===== config.mk =====
export PLATFORM = sky130hd
export DESIGN_NAME = spsel_supervisor
export DESIGN_NICKNAME = d
export VERILOG_FILES = /design/src/rtl/spsel_pkg.sv /design/src/rtl/spsel_supervisor.sv /design/src/rtl/spsel_sync2.sv
export SDC_FILE = /design/constraint.sdc
export NUM_CORES = 1
export LEC_CHECK = 0
export BUFFER_PORTS_ARGS = -buffer_cell sky130_fd_sc_hd__buf_2
export CAP_MARGIN = 30
export CORE_ASPECT_RATIO = 0.5
export CORE_MARGIN = 2
export CORE_UTILIZATION = 40
export CTS_BUF_LIST = sky130_fd_sc_hd__clkbuf_8 sky130_fd_sc_hd__clkbuf_16
export CTS_CLUSTER_SIZE = 16
export DETAILED_ROUTE_END_ITERATION = 10
export MAX_ROUTING_LAYER = met4
export PLACE_DENSITY_LB_ADDON = 0.3
export SYNTH_ARGS = -nofsm -noshare
export SYNTH_HDL_FRONTEND = slang
export SYNTH_SLANG_ARGS = --single-unit

===== constraint.sdc =====
create_clock -name clk_sys -period 7.4 [get_ports clk_sys]
set_input_delay 0.74 -clock clk_sys [delete_from_list [all_inputs] [get_ports clk_sys]]
set_output_delay 0.74 -clock clk_sys [all_outputs]
set_load 0.02 [all_outputs]

===== src/rtl/spsel_pkg.sv =====
package spsel_pkg;

  // Clock and time base
  localparam int unsigned CLK_HZ        = 10_000_000;
  localparam int unsigned CLK_PERIOD_NS = 1_000_000_000 / CLK_HZ;
  localparam int unsigned SEC_PER_MIN   = 60;
  localparam int unsigned CYC_PER_SEC   = CLK_HZ;
  localparam int unsigned CYC_PER_MIN   = CLK_HZ * SEC_PER_MIN;

  // Power-up self-test window, a least time so it rounds up
  localparam int unsigned SELFTEST_NS  = 50_000;
  localparam int unsigned SELFTEST_CYC =
    (SELFTEST_NS + CLK_PERIOD_NS - 1) / CLK_PERIOD_NS;

  // Input range selection codes
  localparam logic [2:0] RNG_TC      = 3'h0;
  localparam logic [2:0] RNG_MV      = 3'h1;
  localparam logic [2:0] RNG_RTD     = 3'h2;
  localparam logic [2:0] RNG_MA_4_20 = 3'h3;
  localparam logic [2:0] RNG_V_1_5   = 3'h4;
  localparam logic [2:0] RNG_V_2_10  = 3'h5;
  localparam logic [2:0] RNG_MA_0_20 = 3'h6;
  localparam logic [2:0] RNG_V_0_10  = 3'h7;

  // Thresholds and special settings
  localparam logic [15:0] RTD_SHORT_OHMS = 16'h000F;
  localparam logic [15:0] RAMP_INFINITE  = 16'h0000;
  localparam logic [7:0]  LIMIT_DUR_INF  = 8'hFF;
  localparam logic [7:0]  PCT_FULL       = 8'h64;
  localparam logic [7:0]  PCT_STEP       = 8'h01;
  localparam logic [15:0] SP_STEP        = 16'h0001;
  localparam logic [9:0]  ERR_NONE       = 10'h000;

  // Reset values
  localparam logic [15:0] SP_RST   = 16'h0000;
  localparam logic [7:0]  OUT_RST  = 8'h00;
  localparam logic        LOCK_RST = 1'b1;
  localparam logic [31:0] ACC_RST  = 32'h0000_0000;
  localparam logic [7:0]  MIN_RST  = 8'h00;

  typedef enum logic [1:0] {
    ST_SELFTEST,
    ST_RUN,
    ST_ERROR
  } spsel_state_e;

endpackage : spsel_pkg


===== src/rtl/spsel_supervisor.sv =====
`timescale 1ns/1ps
module spsel_supervisor
  import spsel_pkg::*;
#(
  parameter int unsigned CYC_PER_MIN_P = CYC_PER_MIN,
  parameter int unsigned CYC_PER_SEC_P = CYC_PER_SEC
) (
  // Clock and reset
  input  wire logic        clk_sys,
  input  wire logic        sys_rst,
  // Pins from the field
  input  wire logic        logic_in1_closed,
  input  wire logic        logic_in2_closed,
  input  wire logic        sensor_open,
  input  wire logic        break_jumper_over,
  // Setpoint configuration
  input  wire logic [15:0] main_setpoint,
  input  wire logic [15:0] aux_setpoint_b,
  input  wire logic [15:0] aux_setpoint_c,
  input  wire logic [15:0] aux_setpoint_d,
  input  wire logic [15:0] setpoint_floor,
  input  wire logic [15:0] setpoint_ceiling,
  input  wire logic [15:0] rise_ramp_rate,
  input  wire logic [15:0] fall_ramp_rate,
  // Parameter lock key
  input  wire logic        lock_key_on,
  input  wire logic [15:0] unlock_password,
  input  wire logic [15:0] key_entry,
  input  wire logic        key_entry_stb,
  // Measurement from the converter
  input  wire logic [2:0]  input_range_select,
  input  wire logic [15:0] pv_value,
  input  wire logic [15:0] span_low,
  input  wire logic [15:0] span_high,
  input  wire logic [15:0] rtd_ohms,
  // Output configuration and control demand
  input  wire logic        heat_cool_mode,
  input  wire logic        heating_type_action,
  input  wire logic [7:0]  safety_output_condition,
  input  wire logic [7:0]  safety_output_value,
  input  wire logic [7:0]  output_ceiling_limit,
  input  wire logic [7:0]  limiter_duration,
  input  wire logic [7:0]  output_slew_limit,
  input  wire logic [7:0]  pid_demand,
  input  wire logic        pid_main_on,
  input  wire logic        pid_cool_on,
  // Self-test result from the integrity checks
  input  wire logic [9:0]  selftest_code,
  // Status and outputs
  output logic [15:0]      active_setpoint_q,
  output logic [15:0]      sp_tgt_q,
  output logic             params_locked_q,
  output logic             fault_over_q,
  output logic             fault_under_q,
  output logic             out_main_q,
  output logic             out_cool_q,
  output logic [7:0]       ctrl_out_q,
  output logic             err_flag_q,
  output logic [9:0]       err_code_q
);

  logic l1_s, l2_s, open_s, jump_s;

  spsel_sync2 #(.W(4)) u_sync (
    .clk_sys (clk_sys),
    .sys_rst (sys_rst),
    .d_in    ({logic_in1_closed, logic_in2_closed, sensor_open,
                break_jumper_over}),
    .q_out   ({l1_s, l2_s, open_s, jump_s})
  );

  spsel_state_e st_q, st_d;
  logic [15:0]  st_cnt_q, st_cnt_d;
  logic [15:0]  sp_sel, sp_tgt_d, sp_d, ramp_rate;
  logic [31:0]  ramp_acc_q, ramp_acc_d, ramp_sum;
  logic         lock_d, key_prev_q;
  logic         over_d, under_d, is_rtd, is_elev, is_tcmv;
  logic         main_d, cool_d, main_heat, bypass;
  logic [7:0]   ctrl_tgt, ctrl_d, cap;
  logic [31:0]  slew_acc_q, slew_acc_d, slew_sum;
  logic [31:0]  min_acc_q, min_acc_d;
  logic [7:0]   min_cnt_q, min_cnt_d;
  logic         limit_on, err_flag_d;
  logic [9:0]   err_code_d;

  // Self-test sequence; outputs stay off until it passes
  always_comb begin
    st_d       = st_q;
    st_cnt_d   = st_cnt_q;
    err_flag_d = err_flag_q;
    err_code_d = err_code_q;
    case (st_q)
      ST_SELFTEST: begin
        st_cnt_d = st_cnt_q + SP_STEP;
        if (st_cnt_q == 16'(SELFTEST_CYC - 1)) begin
          if (selftest_code != ERR_NONE) begin
            st_d       = ST_ERROR;
            err_flag_d = 1'b1;
            err_code_d = selftest_code;
          end else begin
            st_d = ST_RUN;
          end
        end
      end
      ST_RUN:   st_d = ST_RUN;
      ST_ERROR: st_d = ST_ERROR;
      default:  st_d = ST_SELFTEST;
    endcase
  end

  // Setpoint selection, clamp and ramp
  always_comb begin
    case ({l1_s, l2_s})
      2'b01:   sp_sel = aux_setpoint_b;
      2'b10:   sp_sel = aux_setpoint_c;
      2'b11:   sp_sel = aux_setpoint_d;
      default: sp_sel = main_setpoint;
    endcase
    if (sp_sel < setpoint_floor) begin
      sp_tgt_d = setpoint_floor;
    end else if (sp_sel > setpoint_ceiling) begin
      sp_tgt_d = setpoint_ceiling;
    end else begin
      sp_tgt_d = sp_sel;
    end
    ramp_rate  = (sp_tgt_q > active_setpoint_q) ? rise_ramp_rate
                                                 : fall_ramp_rate;
    ramp_sum   = ramp_acc_q + {16'h0000, ramp_rate};
    sp_d       = active_setpoint_q;
    ramp_acc_d = ACC_RST;
    if (st_q != ST_RUN || ramp_rate == RAMP_INFINITE) begin
      sp_d = sp_tgt_q;
    end else if (sp_tgt_q != active_setpoint_q) begin
      // Fractional credit so slow rates still move at the exact average
      if (ramp_sum >= CYC_PER_MIN_P) begin
        ramp_acc_d = ramp_sum - CYC_PER_MIN_P;
        sp_d = (sp_tgt_q > active_setpoint_q) ? active_setpoint_q + SP_STEP
                                              : active_setpoint_q - SP_STEP;
      end else begin
        ramp_acc_d = ramp_sum;
      end
    end
  end

  // Parameter lock; turning the key on locks straight away
  always_comb begin
    lock_d = params_locked_q;
    if (!lock_key_on) begin
      lock_d = 1'b0;
    end else if (!key_prev_q) begin
      lock_d = 1'b1;
    end else if (key_entry_stb) begin
      if (params_locked_q && key_entry == unlock_password) begin
        lock_d = 1'b0;
      end else if (!params_locked_q && key_entry != unlock_password) begin
        lock_d = 1'b1;
      end
    end
  end

  // Range faults, re-evaluated every cycle so they clear on return
  always_comb begin
    is_rtd  = (input_range_select == RNG_RTD);
    is_tcmv = (input_range_select == RNG_TC) ||
              (input_range_select == RNG_MV);
    is_elev = (input_range_select == RNG_MA_4_20) ||
              (input_range_select == RNG_V_1_5) ||
              (input_range_select == RNG_V_2_10);
    over_d  = (pv_value > span_high) ||
              (open_s && (is_rtd || (is_tcmv && jump_s))) ||
              (is_rtd && rtd_ohms < RTD_SHORT_OHMS);
    under_d = !over_d && ((pv_value < span_low) ||
              (open_s && (is_elev || (is_tcmv && !jump_s))));
  end

  // Output limiting, safety states and slew
  always_comb begin
    limit_on  = (limiter_duration == LIMIT_DUR_INF) ||
                (min_cnt_q < limiter_duration);
    cap       = limit_on ? output_ceiling_limit : PCT_FULL;
    main_heat = heat_cool_mode || heating_type_action;
    bypass    = 1'b1;
    main_d    = 1'b0;
    cool_d    = 1'b0;
    ctrl_tgt  = OUT_RST;
    if (st_q != ST_RUN) begin
      ctrl_tgt = OUT_RST;
    end else if (fault_over_q || fault_under_q) begin
      if (safety_output_condition == 8'h00) begin
        if (fault_over_q) begin
          main_d = !main_heat;
          cool_d = heat_cool_mode;
        end else begin
          main_d = main_heat;
          cool_d = 1'b0;
        end
        ctrl_tgt = main_d ? PCT_FULL : OUT_RST;
      end else begin
        main_d   = (safety_output_value != OUT_RST);
        ctrl_tgt = (safety_output_value > PCT_FULL) ? PCT_FULL
                                                    : safety_output_value;
      end
    end else begin
      bypass   = 1'b0;
      main_d   = pid_main_on;
      cool_d   = pid_cool_on && heat_cool_mode;
      ctrl_tgt = (pid_demand > cap) ? cap : pid_demand;
    end
    // Safety states skip the slew so the process is made safe at once
    slew_sum   = slew_acc_q + {24'h00_0000, output_slew_limit};
    slew_acc_d = ACC_RST;
    ctrl_d     = ctrl_tgt;
    if (!bypass && ctrl_tgt > ctrl_out_q) begin
      ctrl_d = ctrl_out_q;
      if (slew_sum >= CYC_PER_SEC_P) begin
        ctrl_d     = ctrl_out_q + PCT_STEP;
        slew_acc_d = slew_sum - CYC_PER_SEC_P;
      end else begin
        slew_acc_d = slew_sum;
      end
    end
    min_acc_d = min_acc_q;
    min_cnt_d = min_cnt_q;
    if (st_q == ST_RUN && min_cnt_q != LIMIT_DUR_INF) begin
      if (min_acc_q == CYC_PER_MIN_P - 1) begin
        min_acc_d = ACC_RST;
        min_cnt_d = min_cnt_q + PCT_STEP;
      end else begin
        min_acc_d = min_acc_q + 32'h0000_0001;
      end
    end
  end

  always_ff @(posedge clk_sys) begin
    if (sys_rst) begin
      st_q              <= ST_SELFTEST;
      st_cnt_q          <= SP_RST;
      err_flag_q        <= 1'b0;
      err_code_q        <= ERR_NONE;
      sp_tgt_q          <= SP_RST;
      active_setpoint_q <= SP_RST;
      ramp_acc_q        <= ACC_RST;
      params_locked_q   <= LOCK_RST;
      key_prev_q        <= 1'b0;
      fault_over_q      <= 1'b0;
      fault_under_q     <= 1'b0;
      out_main_q        <= 1'b0;
      out_cool_q        <= 1'b0;
      ctrl_out_q        <= OUT_RST;
      slew_acc_q        <= ACC_RST;
      min_acc_q         <= ACC_RST;
      min_cnt_q         <= MIN_RST;
    end else begin
      st_q              <= st_d;
      st_cnt_q          <= st_cnt_d;
      err_flag_q        <= err_flag_d;
      err_code_q        <= err_code_d;
      sp_tgt_q          <= sp_tgt_d;
      active_setpoint_q <= sp_d;
      ramp_acc_q        <= ramp_acc_d;
      params_locked_q   <= lock_d;
      key_prev_q        <= lock_key_on;
      fault_over_q      <= over_d;
      fault_under_q     <= under_d;
      out_main_q        <= main_d;
      out_cool_q        <= cool_d;
      ctrl_out_q        <= ctrl_d;
      slew_acc_q        <= slew_acc_d;
      min_acc_q         <= min_acc_d;
      min_cnt_q         <= min_cnt_d;
    end
  end
endmodule : spsel_supervisor


===== src/rtl/spsel_sync2.sv =====
`timescale 1ns/1ps
module spsel_sync2 #(
  parameter int unsigned W = 1
) (
  // Clock and reset
  input  wire logic         clk_sys,
  input  wire logic         sys_rst,
  // Asynchronous levels in, synchronised levels out
  input  wire logic [W-1:0] d_in,
  output logic      [W-1:0] q_out
);

  logic [W-1:0] meta_q;

  // First stage feeds only the second stage
  always_ff @(posedge clk_sys) begin
    if (sys_rst) begin
      meta_q <= '0;
      q_out  <= '0;
    end else begin
      meta_q <= d_in;
      q_out  <= meta_q;
    end
  end

endmodule : spsel_sync2


Word-level counts from Yosys, hierarchy flattened --
Cells that the tools add are included.
Cells by class: $add $sub $neg 10, order comparisons 12, equal/unequal tests 22, muxes and demuxes 39, bitwise gates (word level) 2, reductions and logical operators 43
Operator list (count):
- $mux 16 | 7
- $mux 32 | 3
- $mux 8 | 8
- $gt 16x16->1 | 3
- $pmux 16 s3 | 1
- $add 16x1->16 const B | 2
- $add 32x1->32 const B | 1
- $add 32x16->32 | 1
- $add 32x8->32 | 1
- $eq 32x30->1 const B | 1
- $ge 32x24->1 const B | 1
- $ge 32x30->1 const B | 1
- $lt 16x16->1 | 2
- $ne 16x16->1 | 2
- $sub 32x24->32 const B | 1
- $sub 32x30->32 const B | 1
- $add 8x1->8 const B | 2
- $eq 16x16->1 | 1
- $eq 16x9->1 const B | 1
- $gt 8x8->1 | 2
- $logic_not 16->1 | 1
- $lt 16x4->1 const B | 1
- $mux 1 | 16
- $sub 16x1->16 const B | 1
- 30 further kinds | 67
Storage, ports and cells: flip-flop bits (word level) 187, bits of input ports 297, output and inout port bits 56, logic and storage cells 147

Longest topological paths before layout --
Gate-level depths: netlist (run 1).
depth after elaboration 14, mapped depth 33, gate-level depth less buffers 32

By module --
Synthesis (run 1) repeated with hierarchy kept, for this count alone.
Second synthesis, totals: cells, all modules 1820, area total of the unflattened synthesis 15000.6 um2
By module, submodules not included:
- spsel_supervisor | instances 1, cells each 1804, area an instance 14790.4 um2, sequential area each 3583.4 um2
- spsel_sync2 | instances 1, cells each 16, area an instance 210.2 um2, sequential area each 160.2 um2

Worst setup path before layout (run 1) --
OpenSTA, ideal clock, no wires.
kind register -> register, start register active_setpoint_q[14], end register active_setpoint_q[1], library setup time 0.127 ns, arrival 6.344 ns, required time 7.273 ns, path slack 0.928 ns, stages on the path, launching flop included 24, period minus slack after synthesis 6.472 ns, cell sequence dfxtp_1 > inv_1 > ha_1 > nand4_1 > nor4_1 > o21bai_1 > clkbuf_1 > buf_1 > mux2_2 > ha_1 > inv_1 > fa_1 > nand3b_1 > a21oi_1 > o211ai_1 > o31ai_2 > nand2_1 > nor3_1 > a31o_2 > a41oi_4 > a21oi_2 > buf_6 > mux2i_1 > o21ai_1
On the way: cells in the longest elaborated chain, start to end 6
Ends and longest elaborated chain:
- from (decl) | line spsel_supervisor.sv:50 | output logic [15:0] active_setpoint_q,
- from (signal assigned) | line spsel_supervisor.sv:259 | active_setpoint_q <= sp_d;
- $gt 16x16->1 | line spsel_supervisor.sv:126, spsel_supervisor.sv:137
- $mux 16 | line spsel_supervisor.sv:126 | ramp_rate = (sp_tgt_q > active_setpoint_q) ? rise_ramp_rate
- $add 32x16->32 / $logic_not 16->1 (equally long branches) | line spsel_supervisor.sv:128, spsel_supervisor.sv:131
- $ge 32x30->1 / $logic_or 1x1->1 (equally long branches) | line spsel_supervisor.sv:135, spsel_supervisor.sv:131
- $reduce_bool 2->1 (no source line)
- $reduce_and 2->1 (no source line)
Several ways; a longest one is shown, not always the timed one. The select of a mux whose other input is x is not followed. A chain may end at the register's enable or synchronous reset.

Final worst setup path (run 1) --
start register active_setpoint_q[1], end register active_setpoint_q[0]
The elaborated chain is that of the path after synthesis.

==> out/qor.csv, run 1 <==
stage;metric;value;unit
synthesis;Synth Flop Type;dfxtp_1;
cts;Root Buffer;clkbuf_16;
synthesis;most frequent cells after synthesis;nor2_1, dfxtp_1, ha_1;
placement;placed cells;2602;
placement;GPL Wtd Cong;0.950;
route;antenna-violating nets left;0;
cts;CTS Sinks;187;
setup_path;critical path data required time;7.76;ns
synthesis;EDFF count, synth;0;
cts;Max Root-Sink Buffers;2;
setup_path;Max Fanout on Critical Path;19;
floorplanning;Core Region;36000;um^2
outcome;outcome;finished, final reports clean;
route;DR vias;14100;
sta;Slew HR;30.4;%
floorplanning;die width;275;um
global_routing;vias in the first global route;13200;
floorplanning;number of placement rows;49;
sta;Fin. Hold Viols;0;
sta;unrepaired setup endpoints after global routing;false;
global_routing;first-pass GRT wire length;68600;um
floorplanning;Initial Util;40.8;%
route;Avg WL per Cell;16.2;um
route;drt first-iter violations;997;
placement;port bufs;352;
synthesis;most frequent cell after synthesis;nor2_1;
floorplanning;Die Y;140;um
cts;H-tree levels;4;
sta;Tightest Pin Transition;1.04;ns
cts;clock latency on the worst-skew pair;0.45;ns
setup_path;CP arrival;6.96;ns
route;First-pass DRT Iterations;5;
power;Power Dens Cells;161;nW/um^2
cts;post-cts resize count;0;
synthesis;number of synthesized register bits;187;
final_layout;layout cell share with drive strength beyond 1;21.6;%
final_layout;fin nets;2586;
global_routing;Tot GR Track Use;22.6;%
sta;FMAX;152;MHz
route;routed vias/inst;5.36;
global_routing;largest net degree at the start of global routing;79;
final_layout;Finished Core Util;49.0;%
worst_hold_path;worst hold-check path type;flip-flop to flip-flop;
final_layout;fillers;3527;
power;peak supply drop;0.136;mV
floorplanning;die area;38400;um^2
synthesis;yosys synthesis warning count;0;
synthesis;Synth area leader;dfxtp_1;
cts;CTS tree;done;
global_routing;initial antenna violation count;3;
cts;CTS Buf Count;17;
setup_path;Critical Path Start Type;flip-flop;
synthesis;Post-Synthesis Cell Area;14700;um^2
synthesis;synth unique cells;84;
synthesis;Synth top area share;25.5;%
synthesis;syn nets;2250;
synthesis;dominant cells by area after synthesis;dfxtp_1, ha_1, xnor2_1, nor2_1, xor2_1;
cts;Worst-path clk slew;0.07;ns
sta;final hold slack;0.445;ns
cts;hold buffers post-CTS;0;
sta;Final Setup Violations;0;
floorplanning;Ports;353;
final_layout;fin cells;2638;
placement;Detailed Place HPWL;34100;um
synthesis;Mapped Avg Cell Area;8.16;um^2
cts;Post-CTS Setup Bufs;0;
global_routing;total grt overflow;0;
power;LEAKAGE;0.00781;uW
flow_run;max-cap violations;0;
route;DRC Markers;0;
sta;Final Slew Violations;0;
route;final WL;42700;um
synthesis;Syn Inst Count;1801;
setup_path;critical path class;flip-flop to flip-flop;
setup_path;CP endpoint kind;flip-flop;
sta;Worst Skew;0.00980;ns
final_layout;area grow syn2layout;20.1;%
synthesis;ys async rst share;0;%
synthesis;Seq/Total Area, Yosys;25.5;%
sta;Final period util;89.1;%
sta;setup TNS;0;ns
sta;Tmin final;6.59;ns
-- final cells by class --
class	instances	area, um^2	share of cell area (%)
Clock inverter	14	210	1.19
Tap cell	484	606	3.43
Multi-Input combinational cell	1437	10300	58.2
Clock buffer	18	439	2.49
Inverter	123	462	2.62
Timing Repair Buffer	371	1910	10.8
Antenna cell	4	10.0	0.0567
Sequential cell	187	3740	21.2
-- metal layers --
metal  global-route usage [%]  wire length, um
met1                     29.5            20000
met2                     37.2            20300
met3                     3.00             1740
met4                     4.72              604
met5                        -                0
-- cell families (layout without fill, tap and decap cells) --
logic type / after synthesis / in the layout / synth area share, %
AND/OR/NAND/NOR: 638 / 638 / 21.5
AO/OA/AOI/OAI: 397 / 397 / 18.1
flip-flops: 187 / 187 / 25.5
buffers and inverters: 177 / 526 / 4.70
XOR/XNOR: 170 / 170 / 10.1
adder cells (fa/ha/maj): 152 / 152 / 13.1
multiplexers: 80 / 80 / 6.95
other: 0 / 4 / 0
-- cells in the final DEF (no fill, tap or decap), drive strengths merged, types with 8 or more instances in the layout --
cell type,Yosys,final
buf,18,371
nand2b,19,19
nand2,118,118
xnor2,103,103
mux2i,48,48
and2,15,15
nand4,47,47
dfxtp,187,187
a21oi,92,92
a211o,12,12
nor2,196,196
mux4,16,16
o21a,13,13
nor3,49,49
or3,22,22
mux2,16,16
or2,8,8
a21o,42,42
clkbuf,36,18
and3,33,33
xor2,67,67
nor2b,24,24
a211oi,42,42
inv,123,128
o211ai,11,11
a31oi,11,11
o21ai,92,92
a31o,8,8
ha,149,149
nand3,51,51
nor4,23,23
-- critical path: stages, from the launching register on --
cell,delay (ns)
dfxtp_1,0.41
inv_1,0.06
ha_1,0.30
nor2b_1,0.13
o21a_1,0.16
o21a_1,0.16
o21bai_1,0.12
a211oi_1,0.10
o21bai_2,0.52
mux2_2,0.27
ha_1,0.19
inv_1,0.07
fa_1,0.40
nand3b_1,0.20
a21oi_1,0.31
o211ai_1,0.23
o31ai_2,0.53
nand2_1,0.23
nor3_1,0.53
a311oi_1,0.25
a41oi_4,0.59
a21oi_2,0.12
buf_4,0.24
xnor2_1,0.15
a211oi_1,0.21
-- report_power, final --
part | total (uW) | internal [uW] | leakage [uW] | switching (uW)
Sequential | 1060 | 1030 | 0.00152 | 30.1
Clock | 1030 | 585 | 0.000317 | 444
Combinational | 761 | 351 | 0.00597 | 410
Total | 2850 | 1970 | 0.00781 | 884
-- state kept, by name (all words and copies together), names as in the netlist --
signal	cells
slew_acc_q	32
st_q	2
err_code_q	10
fault_under_q	1
params_locked_q	1
sp_tgt_q	16
out_main_q	1
min_cnt_q	8
st_cnt_q	16
key_prev_q	1
fault_over_q	1
ramp_acc_q	32
u_sync.meta_q	4
ctrl_out_q	8
out_cool_q	1
min_acc_q	32
u_sync.q_out	4
err_flag_q	1
active_setpoint_q	16
-- path summary, 6_finish.rpt --
kind	cells after the start	slack, ns	endpoint	start
max	24	0.81	active_setpoint_q[0]	active_setpoint_q[1]
min reg2reg	1	0.45	u_sync.q_out[0]	u_sync.meta_q[0]
max reg2reg	24	0.81	active_setpoint_q[0]	active_setpoint_q[1]
min	1	0.45	u_sync.q_out[0]	u_sync.meta_q[0]
-- per-stage QoR --
step                      power [uW]  setup WS [ns]  area, um^2
after floorplan                 1590          0.928       14700
after global placement          1830          0.981       17000
after detailed placement        1840          0.899       17000
after CTS                       2870          0.848       17600
after global routing            3000          0.222       17600
final                           2850          0.805       17700
(Power assumes the default switching activity.)
==> inputs of run 2 (changes only) <==
- clock period: 7.4 -> 6.3 ns (I/O delays scaled with it)
==> run 2 against run 1 <==
Against the previous run: largest cell class unchanged; worst setup slack worse by 0.44 ns; routed wire length decreased by 0.99%; design area rose by 0.95%; utilization is 0.47 points higher; global-route usage shrank 0.17 points; sequential cell count unchanged.
==> out/qor.csv, run 2 (synthesis results as in run 1) <==
stage;metric;value;unit;change
sta;setup TNS;0;ns;unchanged
route;drt first-iter violations;777;;-22%
final_layout;biggest regs;min_acc_q: 32 flops, ramp_acc_q: 32 flops, slew_acc_q: 32 flops;;
setup_path;Worst Path Buf+Inv;3;;unchanged
final_layout;fillers;3498;;-0.82%
cts;H-tree levels;4;;unchanged
cts;CTS Buf Count;17;;unchanged
setup_path;delay-heaviest family, CP;compound AO/OA/AOI/OAI gates;;
final_layout;commonest cells after routing, fill and taps aside;buf_2, nor2_1, dfxtp_1;;
floorplanning;number of placement rows;49;;unchanged
cts;CTS Sinks;187;;unchanged
route;antenna-violating nets left;0;;unchanged
setup_path;critical path class;flip-flop to flip-flop;;
sta;Final period util;94.2;%;+5.1 points
cts;Worst-path clk slew;0.08;ns;about the same
global_routing;largest net degree at the start of global routing;78;;-1.3%
route;DRC Markers;0;;unchanged
placement;GPL Wtd Cong;0.930;;-2.1%
sta;Final Setup Violations;0;;unchanged
global_routing;first-pass GRT wire length;68000;um;-0.98%
final_layout;fin nets;2600;;+0.54%
setup_path;CP startpoint;active_setpoint_q[1];;
cts;clock latency on the worst-skew pair;0.45;ns;about the same
sta;FMAX;169;MHz;+11%
worst_hold_path;hold path start;logic_in1_closed;;
final_layout;area grow syn2layout;21.2;%;
route;final WL;42200;um;-0.99%
route;routed vias/inst;5.35;;-0.27%
final_layout;layout cell share with drive strength beyond 1;22.3;%;+0.69 points
route;First-pass DRT Iterations;5;;unchanged
cts;Max Root-Sink Buffers;2;;unchanged
sta;Tmin final;5.93;ns;-0.662 ns
sta;Final Slew Violations;0;;unchanged
sta;unrepaired setup endpoints after global routing;false;;
floorplanning;Ports;353;;unchanged
flow_run;max-cap violations;0;;unchanged
floorplanning;Core Region;36000;um^2;unchanged
setup_path;Critical Path Start Type;flip-flop;;
sta;Fin. Hold Viols;0;;unchanged
global_routing;vias in the first global route;13300;;+0.93%
sta;Slew HR;28.3;%;-2.1 points
global_routing;Tot GR Track Use;22.4;%;-0.17 points
setup_path;slowest library cell on the worst path;a2111oi_1;;
placement;Detailed Place HPWL;34000;um;-0.36%
final_layout;Finished Core Util;49.4;%;+0.47 points
setup_path;CP arrival;6.24;ns;-0.72 ns
global_routing;initial antenna violation count;6;;+3
sta;Tightest Pin Transition;1.05;ns;+0.0123 ns
global_routing;total grt overflow;0;;unchanged
setup_path;Max Fanout on Critical Path;11;;-8
worst_hold_path;worst hold-check path type;input port to flip-flop;;
setup_path;Worst R2R Start;active_setpoint_q[1];;
setup_path;critical path data required time;6.60;ns;-1.16 ns
outcome;outcome;finished, final reports clean;;
floorplanning;Die Y;140;um;unchanged
floorplanning;die area;38400;um^2;unchanged
setup_path;CP endpoint kind;flip-flop;;
cts;Root Buffer;clkbuf_16;;
power;Power Dens Cells;186;nW/um^2;+15%
placement;port bufs;352;;unchanged
final_layout;commonest non-fill, non-tap cell in the layout;buf_2;;
route;Avg WL per Cell;15.9;um;-1.6%
route;DR vias;14200;;+0.30%
floorplanning;Initial Util;40.8;%;unchanged
floorplanning;die width;275;um;unchanged
setup_path;CP Cell Sequence;inv_1 -> ha_1 -> nor2b_1 -> o21a_1 -> o21a_1 -> o21bai_1 -> a211oi_1 -> o21bai_4 -> buf_4 -> mux2_2 -> ha_1 -> a21oi_1 -> nand3b_1 -> o211ai_1 -> o31ai_4 -> and2_1 -> a2111oi_1 -> a31o_2 -> a41oi_4 -> buf_4 -> a221oi_2 -> a21o_1 -> a21oi_1;;
setup_path;CP max stage delay;0.59;ns;about the same
sta;Worst Skew;0.0139;ns;+0.00411 ns
power;LEAKAGE;0.00788;uW;+0.92%
cts;CTS tree;done;;
power;peak supply drop;0.196;mV;+44%
cts;hold buffers post-CTS;0;;unchanged
run 2: cell types whose count changed in the layout (fill, tap and decap cells not counted), moves of 3 or more:
cell | previous run | this run
clkinv_8 | 0 | 4
a2111oi_0 | 5 | 2
a2111oi_1 | 1 | 4
inv_8 | 3 | 6
buf_4 | 17 | 28
run 2: metal layers:
metal / up-vias / GRT usage [%] / wire [um]
met1: 6616 / 29.3 / 20000
met5: - / - / 0
li1: 7189 / - / -
met4: 0 / 5.66 / 620
met2: 346 / 36.2 / 19900
met3: 37 / 3.36 / 1780
run 2: cell type report:
type	count	area, um^2	share of cell area, %
Multi-Input combinational cell	1437	10300	57.9
Sequential cell	187	3740	21.0
Timing Repair Buffer	385	2030	11.4
Tap cell	484	606	3.40
Inverter	123	462	2.59
Clock buffer	17	425	2.39
Clock inverter	15	219	1.23
Antenna cell	5	12.5	0.0702
run 2: what timing repair did:
item | 4_1_cts | 5_1_grt
setup endpoints to repair | 0 | 39
setup buffers | 0 | 2
gates resized for setup | 0 | 9
run 2: worst paths after layout:
check,endpoint,slack (ns),depth (start not counted)
worst max register to register,ramp_acc_q[25],0.37,23
worst min-delay path,u_sync.meta_q[3],0.39,2
worst min register to register,u_sync.q_out[3],0.44,1
worst max-delay path,ramp_acc_q[25],0.37,23
run 2: where the power goes:
part	switching, uW	total, uW	internal, uW
clock network	552	1170	618
registers	32.6	1240	1210
logic	491	909	417
total	1080	3320	2240
run 2: through the flow:
step           setup WS, ns  total power (uW)  cell area (um^2)  cells  hold WS [ns]
6_report              0.367              3320             17800   2653         0.389
5_1_grt             0.00513              3500             17800   2653         0.379
4_1_cts               0.144              3340             17700   2646         0.373
3_5_place_dp          0.161              2160             17100   2614         0.425
3_3_place_gp          0.300              2160             17100   2611         0.419
2_1_floorplan         0.173              1870             14700   1801         0.414
